--- src/hw/drive_misc_pkg.sv ---
// Purpose: Shared constants and types for the miscellaneous configuration and status bank
// Assumes: 200 MHz system clock, parameter numbers of the bank decoded to a 5-bit index
// Notes:   Index 0 is the access/command parameter; indices 1 to 24 are the bank entries
package drive_misc_pkg;

	// Clock and timing
	localparam int CLK_HZ           = 200_000_000;
	localparam int SLOW_BAUD        = 4800;
	localparam int FAST_BAUD        = 9600;
	localparam int SLOW_BAUD_DIV    = CLK_HZ / SLOW_BAUD;
	localparam int FAST_BAUD_DIV    = CLK_HZ / FAST_BAUD;
	localparam int SETTLE_MS        = 40;
	localparam int RECOVER_MS       = 340;
	localparam int SETTLE_CYC       = SETTLE_MS * (CLK_HZ / 1000);
	localparam int RESTART_CYC      = (RECOVER_MS - SETTLE_MS) * (CLK_HZ / 1000);
	localparam int XFER_PER_MAINS   = 3;

	// Parameter indices within the bank
	localparam logic [4:0] IDX_ACCESS    = 5'h00;
	localparam logic [4:0] IDX_MENU_LO   = 5'h01;
	localparam logic [4:0] IDX_MENU_HI   = 5'h0a;
	localparam logic [4:0] IDX_ADDR      = 5'h0b;
	localparam logic [4:0] IDX_RATE      = 5'h0c;
	localparam logic [4:0] IDX_MODE      = 5'h0d;
	localparam logic [4:0] IDX_RSVD      = 5'h0e;
	localparam logic [4:0] IDX_FW_MAIN   = 5'h0f;
	localparam logic [4:0] IDX_FW_AUX    = 5'h10;
	localparam logic [4:0] IDX_SECURITY  = 5'h11;
	localparam logic [4:0] IDX_BOOT      = 5'h12;
	localparam logic [4:0] IDX_SOURCE    = 5'h13;
	localparam logic [4:0] IDX_SCALING   = 5'h14;
	localparam logic [4:0] IDX_STATUS    = 5'h15;
	localparam logic [4:0] IDX_LED       = 5'h16;
	localparam logic [4:0] IDX_HV_BOARD  = 5'h17;
	localparam logic [4:0] IDX_RIDE      = 5'h18;

	// Value limits and reset values
	localparam logic [15:0] ADDR_MAX       = 16'h0063;
	localparam logic [15:0] PARAM_NUM_MAX  = 16'h07cf;
	localparam logic [15:0] SAVE_COMMAND   = 16'h0001;
	localparam logic [6:0]  ADDR_RESET     = 7'h01;
	localparam logic [2:0]  MODE_RESET     = 3'h1;
	localparam logic [7:0]  CODE_OPEN      = 8'h00;
	localparam logic [7:0]  CODE_DELIVERED = 8'h95;
	localparam logic [10:0] SCALING_RESET  = 11'h3e8;
	localparam logic [15:0] SCALE_UNITY    = 16'h03e8;
	localparam logic [7:0]  ASCII_ZERO     = 8'h30;

	// Serial port modes
	localparam logic [2:0] MODE_ANSI  = 3'h1;
	localparam logic [2:0] MODE_SEND  = 3'h2;
	localparam logic [2:0] MODE_TAKE  = 3'h3;
	localparam logic [2:0] MODE_WIDE  = 3'h4;

	// Ride-through states
	typedef enum logic [3:0] {
		RIDE_NORMAL  = 4'b0001,
		RIDE_DIP     = 4'b0010,
		RIDE_SETTLE  = 4'b0100,
		RIDE_RESTART = 4'b1000
	} rideState_t;

	// Status flags, bit 7 down to bit 0
	typedef struct packed {
		logic alarm;
		logic zeroSpeed;
		logic runForward;
		logic runReverse;
		logic bridgeOne;
		logic bridgeTwo;
		logic atSpeed;
		logic currentLimit;
	} statusFlags_t;

	// Parameter access request and answer
	typedef struct packed {
		logic        wr;
		logic        rd;
		logic [4:0]  sel;
		logic [15:0] wdata;
	} paramReq_t;

	typedef struct packed {
		logic        ack;
		logic        refused;
		logic [15:0] rdata;
	} paramRsp_t;

	// Whole state of the bank
	typedef struct packed {
		logic [9:0][10:0] menuMap;
		logic [6:0]       nodeAddr;
		logic             rateSel;
		logic             activeRate;
		logic [2:0]       modeSel;
		logic [2:0]       activeMode;
		logic [7:0]       secCode;
		logic             unlocked;
		logic [15:0]      zeroParam;
		logic [10:0]      bootSel;
		logic [10:0]      varSource;
		logic [10:0]      scaling;
		logic [7:0]       statusWord;
		logic             ledOverride;
		logic             hvBoard;
		logic             rideEnable;
		rideState_t       ride;
		logic [26:0]      rideCnt;
		logic [15:0]      baudCnt;
		logic             baudTick;
		logic [23:0]      mainsCnt;
		logic [23:0]      mainsPeriod;
		logic [23:0]      xferCnt;
		paramRsp_t        rsp;
		logic             txValid;
		logic [15:0]      txWord;
		logic [39:0]      txAscii;
		logic             destValid;
		logic [15:0]      destValue;
		logic [15:0]      wideRx;
		logic             selfReset;
		logic             restart;
		logic             save;
	} bankState_t;

endpackage

--- src/hw/drive_misc_config_status_bank.sv ---
// Purpose: Miscellaneous configuration and status parameter bank of a DC drive controller
// Assumes: All inputs synchronous to sys_clk; mainsTick pulses once per mains cycle
// Notes:   Read and write answers come one cycle after the request
`timescale 1ns/1ps

// Operation
// - Ten menu entries name displayed parameters
// - Node address 0..99, 100 taken as 99
// - Rate bit: 0 gives 4800, 1 gives 9600
// - New rate applies only after drive reset
// - Mode 1 ANSI, 2 send, 3 take, 4 wide
// - Wide mode sends transmit word, stores received
// - Wide value sent as five unsigned ASCII digits
// - Wide transfers at three times mains frequency
// - Mode change applies only after drive reset
// - Firmware versions read as decimal integers
// - Code zero gives free access
// - Code 149 also free; others unlock when written to zero
// - Boot display selects power-on parameter 0..1999
// - Source parameter names sent or taken value
// - Mode 3 scales incoming data before writing
// - Status word packs eight drive flags
// - LED override shows status word on LEDs
// - Mains low stops firing, blanks display
// - After 40 ms healthy, reset then restart
// - Restart follows dip within about 340 ms
module drive_misc_config_status_bank #(
	parameter int          SLOW_DIV        = drive_misc_pkg::SLOW_BAUD_DIV,
	parameter int          FAST_DIV        = drive_misc_pkg::FAST_BAUD_DIV,
	parameter int          SETTLE_CYCLES   = drive_misc_pkg::SETTLE_CYC,
	parameter int          RESTART_CYCLES  = drive_misc_pkg::RESTART_CYC,
	parameter logic [9:0]  MAIN_FW_VERSION = 10'h064,  // Arbitrary value
	parameter logic [9:0]  AUX_FW_VERSION  = 10'h000   // Arbitrary value
) (
	input  wire logic                         sys_clk,
	input  wire logic                         sys_rst,
	input  wire drive_misc_pkg::paramReq_t    paramReq,
	output      drive_misc_pkg::paramRsp_t    paramRsp,
	input  wire logic                         driveReset,
	input  wire drive_misc_pkg::statusFlags_t statusFlags,
	input  wire logic [7:0]                   normalLeds,
	output      logic [7:0]                   ledOut,
	input  wire logic                         mainsTick,
	input  wire logic [15:0]                  wideTxParam,
	input  wire logic [15:0]                  selectedParamValue,
	input  wire logic                         rxValid,
	input  wire logic [15:0]                  rxWord,
	output      logic                         baudTick,
	output      logic                         txValid,
	output      logic [15:0]                  txWord,
	output      logic [39:0]                  txAscii,
	output      logic                         destValid,
	output      logic [15:0]                  destValue,
	output      logic [15:0]                  wideRxParam,
	output      logic [6:0]                   serialAddress,
	output      logic [2:0]                   portMode,
	output      logic [10:0]                  serialSource,
	output      logic [9:0][10:0]             userMenuMap,
	output      logic [10:0]                  bootDisplayParam,
	output      logic                         hvBoardSelect,
	input  wire logic                         mainsLow,
	input  wire logic                         runCmd,
	input  wire logic                         enableCmd,
	output      logic                         firingInhibit,
	output      logic                         displayBlank,
	output      logic                         selfReset,
	output      logic                         restartPulse,
	output      logic                         saveRequest,
	output      logic                         accessUnlocked
);

	// Refuse settings the counters cannot hold
	if (SLOW_DIV < 2 || SLOW_DIV > 65535 || FAST_DIV < 2 || FAST_DIV > 65535) begin : g_bad_div
		$error("Baud divisor out of range");
	end
	if (SETTLE_CYCLES < 1 || RESTART_CYCLES < 1 || SETTLE_CYCLES > 134217727 || RESTART_CYCLES > 134217727) begin : g_bad_ride
		$error("Ride-through count out of range");
	end

	drive_misc_pkg::bankState_t q;
	drive_misc_pkg::bankState_t next_q;

	// Binary to five ASCII digits, most significant character in the top byte
	function automatic logic [39:0] toAscii(input logic [15:0] v);
		logic [15:0] r;
		logic [39:0] a;
		r = v;
		a = '0;
		for (int i = 0; i < 5; i++) begin
			a[i*8 +: 8] = drive_misc_pkg::ASCII_ZERO + 8'(r % 16'd10);
			r = r / 16'd10;
		end
		return a;
	endfunction

	logic        codeOpen;
	logic        dipNow;
	logic        anyReset;
	logic        xferTick;
	logic [15:0] baudLimit;
	logic [23:0] xferLimit;
	logic [26:0] scaledProd;
	logic [17:0] scaledQuot;
	logic [15:0] rdMux;
	logic        wrOk;

	// Access, dip and reset terms
	assign codeOpen  = (q.secCode == drive_misc_pkg::CODE_OPEN)
			|| (q.secCode == drive_misc_pkg::CODE_DELIVERED);
	assign dipNow    = q.rideEnable && mainsLow;
	assign anyReset  = driveReset || q.selfReset;
	assign baudLimit = q.activeRate ? 16'(FAST_DIV - 1) : 16'(SLOW_DIV - 1);
	assign xferLimit = q.mainsPeriod / 24'(drive_misc_pkg::XFER_PER_MAINS);
	assign xferTick  = (q.mainsPeriod != '0) && (q.xferCnt + 24'h000001 >= xferLimit);
	assign scaledProd = 27'(rxWord) * 27'(q.scaling);
	assign scaledQuot = 18'(scaledProd / 27'(drive_misc_pkg::SCALE_UNITY));

	// Read data selection
	always_comb begin
		rdMux = '0;
		case (paramReq.sel)
			drive_misc_pkg::IDX_ACCESS:   rdMux = q.zeroParam;
			drive_misc_pkg::IDX_ADDR:     rdMux = 16'(q.nodeAddr);
			drive_misc_pkg::IDX_RATE:     rdMux = 16'(q.rateSel);
			drive_misc_pkg::IDX_MODE:     rdMux = 16'(q.modeSel);
			drive_misc_pkg::IDX_FW_MAIN:  rdMux = 16'(MAIN_FW_VERSION);
			drive_misc_pkg::IDX_FW_AUX:   rdMux = 16'(AUX_FW_VERSION);
			drive_misc_pkg::IDX_SECURITY: rdMux = 16'(q.secCode);
			drive_misc_pkg::IDX_BOOT:     rdMux = 16'(q.bootSel);
			drive_misc_pkg::IDX_SOURCE:   rdMux = 16'(q.varSource);
			drive_misc_pkg::IDX_SCALING:  rdMux = 16'(q.scaling);
			drive_misc_pkg::IDX_STATUS:   rdMux = 16'(q.statusWord);
			drive_misc_pkg::IDX_LED:      rdMux = 16'(q.ledOverride);
			drive_misc_pkg::IDX_HV_BOARD: rdMux = 16'(q.hvBoard);
			drive_misc_pkg::IDX_RIDE:     rdMux = 16'(q.rideEnable);
			default: begin
				if (paramReq.sel >= drive_misc_pkg::IDX_MENU_LO && paramReq.sel <= drive_misc_pkg::IDX_MENU_HI) begin
					rdMux = 16'(q.menuMap[4'(paramReq.sel - drive_misc_pkg::IDX_MENU_LO)]);
				end
			end
		endcase
	end

	// Next-state logic for the whole bank
	always_comb begin
		next_q = q;
		next_q.rsp       = '0;
		next_q.baudTick  = 1'b0;
		next_q.txValid   = 1'b0;
		next_q.destValid = 1'b0;
		next_q.selfReset = 1'b0;
		next_q.restart   = 1'b0;
		next_q.save      = 1'b0;
		wrOk = 1'b0;

		// Status word follows the drive flags unless software owns it
		if (!q.ledOverride) begin
			next_q.statusWord = statusFlags;
		end

		// Parameter writes, refused while locked except the access parameter
		if (paramReq.wr) begin
			wrOk = codeOpen || q.unlocked || (paramReq.sel == drive_misc_pkg::IDX_ACCESS);
			case (paramReq.sel)
				drive_misc_pkg::IDX_ACCESS: begin
					next_q.zeroParam = paramReq.wdata;
					if (paramReq.wdata == 16'(q.secCode)) begin
						next_q.unlocked = 1'b1;
					end
				end
				drive_misc_pkg::IDX_ADDR:
					if (wrOk) begin
						next_q.nodeAddr = (paramReq.wdata > drive_misc_pkg::ADDR_MAX)
								? 7'(drive_misc_pkg::ADDR_MAX) : 7'(paramReq.wdata);
					end
				drive_misc_pkg::IDX_RATE:     if (wrOk) next_q.rateSel = paramReq.wdata[0];
				drive_misc_pkg::IDX_MODE: begin
					wrOk = wrOk && paramReq.wdata >= 16'(drive_misc_pkg::MODE_ANSI)
							&& paramReq.wdata <= 16'(drive_misc_pkg::MODE_WIDE);
					if (wrOk) next_q.modeSel = 3'(paramReq.wdata);
				end
				drive_misc_pkg::IDX_RSVD:     wrOk = wrOk;
				drive_misc_pkg::IDX_FW_MAIN:  wrOk = 1'b0;
				drive_misc_pkg::IDX_FW_AUX:   wrOk = 1'b0;
				drive_misc_pkg::IDX_SECURITY: begin
					wrOk = wrOk && paramReq.wdata[15:8] == 8'h00;
					if (wrOk) next_q.secCode = paramReq.wdata[7:0];
				end
				drive_misc_pkg::IDX_STATUS:   if (wrOk) next_q.statusWord = paramReq.wdata[7:0];
				drive_misc_pkg::IDX_LED:      if (wrOk) next_q.ledOverride = paramReq.wdata[0];
				drive_misc_pkg::IDX_HV_BOARD: if (wrOk) next_q.hvBoard = paramReq.wdata[0];
				drive_misc_pkg::IDX_RIDE:     if (wrOk) next_q.rideEnable = paramReq.wdata[0];
				default: begin
					// Entries that hold a parameter number 0..1999
					wrOk = wrOk && paramReq.wdata <= drive_misc_pkg::PARAM_NUM_MAX
							&& paramReq.sel <= drive_misc_pkg::IDX_SCALING;
					if (wrOk && paramReq.sel == drive_misc_pkg::IDX_BOOT) next_q.bootSel = 11'(paramReq.wdata);
					if (wrOk && paramReq.sel == drive_misc_pkg::IDX_SOURCE) next_q.varSource = 11'(paramReq.wdata);
					if (wrOk && paramReq.sel == drive_misc_pkg::IDX_SCALING) next_q.scaling = 11'(paramReq.wdata);
					for (int i = 0; i < 10; i++) begin
						if (wrOk && paramReq.sel == drive_misc_pkg::IDX_MENU_LO + 5'(i)) begin
							next_q.menuMap[i] = 11'(paramReq.wdata);
						end
					end
				end
			endcase
			next_q.rsp.ack     = 1'b1;
			next_q.rsp.refused = !wrOk;
		end else if (paramReq.rd) begin
			next_q.rsp.ack   = 1'b1;
			next_q.rsp.rdata = rdMux;
		end

		// Drive reset applies rate and mode, commits a pending save and relocks
		if (anyReset) begin
			next_q.activeRate = q.rateSel;
			next_q.activeMode = q.modeSel;
			next_q.zeroParam  = '0;
			next_q.unlocked   = 1'b0;
			next_q.save       = (q.zeroParam == drive_misc_pkg::SAVE_COMMAND);
		end

		// Bit clock for the serial port at the active rate
		if (q.baudCnt >= baudLimit) begin
			next_q.baudCnt  = '0;
			next_q.baudTick = 1'b1;
		end else begin
			next_q.baudCnt = q.baudCnt + 16'h0001;
		end

		// Mains period measurement and transfer pacing at three per cycle
		if (mainsTick) begin
			next_q.mainsCnt    = '0;
			next_q.mainsPeriod = q.mainsCnt + 24'h000001;
		end else if (q.mainsCnt != 24'hffffff) begin
			next_q.mainsCnt = q.mainsCnt + 24'h000001;
		end
		next_q.xferCnt = xferTick ? '0 : q.xferCnt + 24'h000001;

		// Outgoing words per mode
		if (xferTick && q.activeMode == drive_misc_pkg::MODE_WIDE) begin
			next_q.txValid = 1'b1;
			next_q.txWord  = wideTxParam;
			next_q.txAscii = toAscii(wideTxParam);
		end else if (xferTick && q.activeMode == drive_misc_pkg::MODE_SEND) begin
			next_q.txValid = 1'b1;
			next_q.txWord  = selectedParamValue;
			next_q.txAscii = toAscii(selectedParamValue);
		end

		// Incoming words per mode
		if (rxValid && q.activeMode == drive_misc_pkg::MODE_WIDE) begin
			next_q.wideRx = rxWord;
		end else if (rxValid && q.activeMode == drive_misc_pkg::MODE_TAKE) begin
			next_q.destValid = 1'b1;
			next_q.destValue = (scaledQuot > 18'h0ffff) ? 16'hffff : 16'(scaledQuot);
		end

		// Mains dip ride-through sequence
		case (q.ride)
			drive_misc_pkg::RIDE_NORMAL:
				if (dipNow) next_q.ride = drive_misc_pkg::RIDE_DIP;
			drive_misc_pkg::RIDE_DIP:
				if (!mainsLow) begin
					next_q.ride    = drive_misc_pkg::RIDE_SETTLE;
					next_q.rideCnt = '0;
				end
			drive_misc_pkg::RIDE_SETTLE:
				if (mainsLow) begin
					next_q.ride = drive_misc_pkg::RIDE_DIP;
				end else if (q.rideCnt >= 27'(SETTLE_CYCLES - 1)) begin
					next_q.ride      = drive_misc_pkg::RIDE_RESTART;
					next_q.rideCnt   = '0;
					next_q.selfReset = 1'b1;
				end else begin
					next_q.rideCnt = q.rideCnt + 27'h0000001;
				end
			drive_misc_pkg::RIDE_RESTART:
				if (mainsLow) begin
					next_q.ride = drive_misc_pkg::RIDE_DIP;
				end else if (q.rideCnt >= 27'(RESTART_CYCLES - 1)) begin
					next_q.ride    = drive_misc_pkg::RIDE_NORMAL;
					next_q.restart = runCmd && enableCmd;
				end else begin
					next_q.rideCnt = q.rideCnt + 27'h0000001;
				end
			default: next_q.ride = drive_misc_pkg::RIDE_NORMAL;
		endcase
	end

	// State register with documented reset values
	always_ff @(posedge sys_clk) begin
		if (sys_rst) begin
			q            <= '0;
			q.nodeAddr   <= drive_misc_pkg::ADDR_RESET;
			q.modeSel    <= drive_misc_pkg::MODE_RESET;
			q.activeMode <= drive_misc_pkg::MODE_RESET;
			q.secCode    <= drive_misc_pkg::CODE_DELIVERED;
			q.scaling    <= drive_misc_pkg::SCALING_RESET;
			q.ride       <= drive_misc_pkg::RIDE_NORMAL;
		end else begin
			q <= next_q;
		end
	end

	// Outputs
	assign paramRsp         = q.rsp;
	assign ledOut           = q.ledOverride ? q.statusWord : normalLeds;
	assign baudTick         = q.baudTick;
	assign txValid          = q.txValid;
	assign txWord           = q.txWord;
	assign txAscii          = q.txAscii;
	assign destValid        = q.destValid;
	assign destValue        = q.destValue;
	assign wideRxParam      = q.wideRx;
	assign serialAddress    = q.nodeAddr;
	assign portMode         = q.activeMode;
	assign serialSource     = q.varSource;
	assign userMenuMap      = q.menuMap;
	assign bootDisplayParam = q.bootSel;
	assign hvBoardSelect    = q.hvBoard;
	assign firingInhibit    = dipNow || (q.ride != drive_misc_pkg::RIDE_NORMAL);
	assign displayBlank     = dipNow || (q.ride == drive_misc_pkg::RIDE_DIP);
	assign selfReset        = q.selfReset;
	assign restartPulse     = q.restart;
	assign saveRequest      = q.save;
	assign accessUnlocked   = codeOpen || q.unlocked;

	logic [15:0] baudGap;
	always_ff @(posedge sys_clk) begin
		if (sys_rst || baudTick) begin
			baudGap <= sys_rst ? 16'hffff : 16'h0000;  // Count starts at the reset edge, one cycle earlier than after a tick; first period is as long as later ones
		end else begin
			baudGap <= baudGap + 16'h0001;
		end
	end
endmodule // drive_misc_config_status_bank

--- config.mk ---
export PLATFORM = sky130hd
export DESIGN_NAME = drive_misc_config_status_bank
export DESIGN_NICKNAME = d
export VERILOG_FILES = /design/src/hw/drive_misc_pkg.sv /design/src/hw/drive_misc_config_status_bank.sv
export SDC_FILE = /design/constraint.sdc
export NUM_CORES = 2
export LEC_CHECK = 0
export ABC_CLOCK_PERIOD_IN_PS = 28000
export BUFFER_PORTS_ARGS = -buffer_cell sky130_fd_sc_hd__buf_2
export CAP_MARGIN = 20
export CELL_PAD_IN_SITES_DETAIL_PLACEMENT = 1
export CELL_PAD_IN_SITES_GLOBAL_PLACEMENT = 2
export CORE_ASPECT_RATIO = 1.4
export CORE_MARGIN = 5
export CORE_UTILIZATION = 39
export DETAILED_ROUTE_END_ITERATION = 8
export GPL_ROUTABILITY_DRIVEN = 0
export HOLD_SLACK_MARGIN = 0.08
export PLACE_DENSITY = 0.84
export SKIP_LAST_GASP = 1
export SLEW_MARGIN = 10
export SYNTH_ARGS = -nofsm -noshare
export SYNTH_HDL_FRONTEND = slang
export SYNTH_SLANG_ARGS = --single-unit
--- constraint.sdc ---
create_clock -name sys_clk -period 28 [get_ports sys_clk]
set_input_delay 0 -clock sys_clk [delete_from_list [all_inputs] [get_ports sys_clk]]
set_output_delay 0 -clock sys_clk [all_outputs]
set_load 0.01 [all_outputs]
==> out/results.tsv <==
metric	value	unit
kind of critical path	reg2reg	
R2R cell count	51	
Core Region	0.102	mm2
Critical Path Slowest Stage Cell	a311oi_2	
final hold viol count	0	
Worst EP required	28.49	ns
worst hold endpoint	txAscii[7]	
Starting Density	39.2	%
worst-skew pair later-pin latency	0.63	ns
status	complete, no violations	
largest net degree at the start of global routing	89	
cts repair resizes	0	
Rows	139	
via count	38100	
IO Pins	361	
CTS Hold Bufs	103	
CP Capture Type	flip-flop	
Ys Warns	0	
Max clock buf depth	3	
Max-Cap Viols	0	
Die ar.	0.109	mm2
CP max stage delay	0.84	ns
register area	0.00849	mm2
Multi-input gate area	0.0277	mm2
Routed Antenna Nets	0	
Hold Path Stages	5	
Pre-antenna DRT Iters	7	
Worst Path Max Fanout	18	
Vias/cell	5.86	
clock period minus worst slack	18.73	ns
DR DRC count	0	
total gr overflow	0	
final cycle utilization of the critical path	66.9	%
Clock Skews	0.0265	ns
PortBufs	360	
Slew Limit Fails	0	
fmax	53.4	MHz
hold wc startpoint	wideTxParam[2]	
Avg WL per Cell	22.0	um
Synth cell types	140	
Post-synth ARST share	0	%
Worst R2R Start	q[252]	
All-Layer GR Usage	25.0	%
Crit path arrival time	19.22	ns
Worst R2R End	destValue[0]	
Post-synth EDFFs	0	
Die Ht	389	um
global-route wire length before repair	223000	um
Synth Instances	5117	
final setup vio count	0	
# Post-CTS Setup Buffers	0	
DRC marker count from the first detailed-route iteration	2055	
vias in the first global route	39600	
placed insts	6308	
dpl hpwl	109000	um
Total Neg Setup Slack	0	ns
Setup crit start kind	flip-flop	
initial antenna violation count	10	
CTS tree	built	
CTS Sinks	424	
total CTS buffers	49	
RSZ-0062 raised after global routing	false	
clock slew at reported path FFs	0.07	ns
final WL	143000	um
share of layout cells above drive strength 1	13.1	%
r2r setup slk	9.27	ns
most used cell, CP	fa_1	
post-synthesis sequential area ratio	21.2	%
mean area per synthesized cell	7.84	um2
Die Width	281	um
CTS HTree Levels	2	
Hold Path Class	in2reg	
Layout area overhead	8.79	%
Root Buffer	clkbuf_16	
Worst Tran Pin Value	1.06	ns
fillers	12500	
top_reg_cell synth	dfxtp_1	
flops & latches, synth	424	
fin cells	6506	
Final #Nets	5504	
Worst slew margin	29.2	%
area of the mapped netlist	0.0401	mm2
[cell families (layout without fill, tap and decap cells)]
group	count (synthesis)	after routing	share of synthesized area, %
simple gates	1788	1788	21.0
compound gates	1262	1262	22.4
flops	424	424	21.2
mux	280	280	7.88
buf+inv	787	825	9.92
xor+xnor	275	275	6.10
fa+ha+maj	299	299	11.6
other cells	2	14	0.0187
[cells in the mapped netlist, drive strengths merged, types with 13 or more instances]
cell type  number  area share (%)
a21o           27            0.51
nand2b         36            0.56
inv           224             2.1
xor2           94             2.1
o22ai          42            0.67
a311oi         21            0.49
o21ai         221             2.8
o311ai         17            0.47
fa            125             6.2
a41oi          15            0.41
nor4           37            0.61
nor3b          23            0.47
o31ai          29            0.74
nand2         526             4.9
mux2i         225             5.6
o2111ai        13            0.28
nor2b          61            0.95
ha            157             4.9
o211ai         53             1.0
nand4          37            0.58
a31oi          66             1.2
nand3         133             1.7
dfxtp         424              21
a211o          14            0.31
or2            27            0.42
o221ai         19            0.43
maj3           17            0.43
a2111oi        16            0.36
buf           304             5.4
nor2          557             5.2
a221oi         29            0.66
and3           54            0.85
mux2           32            0.96
a22oi          64             1.2
a32oi          13            0.30
or3            37            0.59
xnor2         181             4.0
o21a           28            0.53
a21oi         312             3.9
or4            14            0.28
nor3          103             1.3
clkbuf        254             2.4
mux4           23             1.3
and2          101             1.6
a211oi         96             1.9
[registers in the layout, indices dropped and copies added (netlist names), 3 cells and up]
register / flops
q: 170
userMenuMap: 110
txAscii: 39
paramRsp: 18
destValue: 16
txWord: 16
wideRxParam: 16
bootDisplayParam: 11
serialSource: 11
serialAddress: 7
portMode: 3
[layout by cell type (no fill, tap or decap), types with 22 or more instances in the layout]
master and count:
ha_1 157, nand2_1 526, a21o_1 26, o21a_1 27, o21ai_1 22, xor2_1 94, o22ai_1 41, dfxtp_1 424
buf_2 361, mux4_2 23, inv_1 220, clkbuf_16 49, nor4_1 35, a21oi_1 306, nand3_1 132, and2_1 98
mux2_2 25, a31oi_1 58, o211ai_1 50, buf_4 46, a221oi_1 27, or3_1 36, a22oi_1 63, dlygate4sd3_1 103
fa_1 125, nor2b_1 61, a211oi_1 89, nand4_1 37, o21ai_0 195, nor2_1 552, xnor2_1 176, nor3_1 99
o31ai_1 22, and3_1 53, nand2b_1 36, mux2i_1 224
[routing by layer]
metal	global-route usage, %	up-vias	share of wire, %
met5	0	-	0.0049
met4	8.35	2	3.8
met3	4.74	255	5.0
met2	46.4	808	51
met1	28.6	19100	40
li1	-	18000	-
[final cells by class]
type / count / area share, %
diodes: 7 / 0.0401
clock buffers: 65 / 3.18
clock inverters: 19 / 0.674
inverters: 229 / 1.97
multi-input cells: 3911 / 63.5
flip-flops and latches: 424 / 19.5
well taps: 1339 / 3.84
repair buffers: 512 / 7.35
[stage by stage]
| step | utilization [%] | setup WS (ns) | hold WS, ns | area, um2 |
|---|---|---|---|---|
| 2_1_floorplan | - | 12.82 | 0.116 | 40100 |
| 3_3_place_gp | 39.9 | 9.64 | 0.270 | 40900 |
| 3_5_place_dp | 39.9 | 9.25 | 0.271 | 40900 |
| 4_1_cts | 42.5 | 9.12 | 0.0836 | 43600 |
| 5_1_grt | 42.6 | 8.24 | 0.130 | 43600 |
| 6_report | 42.6 | 9.27 | 0.121 | 43600 |
[how the worst max path moves through the flow]
stage | startpoint | to | slack [ns] | cells past startpoint
finish | q[252] | destValue[0] | 9.27 | 51
global route | q[252] | destValue[0] | 8.24 | 52
CTS | q[252] | destValue[0] | 9.12 | 50
detailed placement | q[252] | destValue[0] | 9.25 | 50
global placement | q[252] | destValue[0] | 9.64 | 49
floorplan | q[252] | destValue[0] | 12.82 | 53
[critical path: cells and delay by family (launching register included)]
family                     cells  cell delay [ns]
AOI/OAI and AO/OA             24             8.61
muxes                          4             1.77
DFF                            1             0.77
and+or+nand+nor               10             2.68
xor gates and xnor gates       2             0.92
buffers and inverters          4             0.42
adders and majority gates      7             3.38
Power is left out: the tool's default activity adds up to more than one toggle a clock period on the data nets, which glitch-free logic cannot reach.
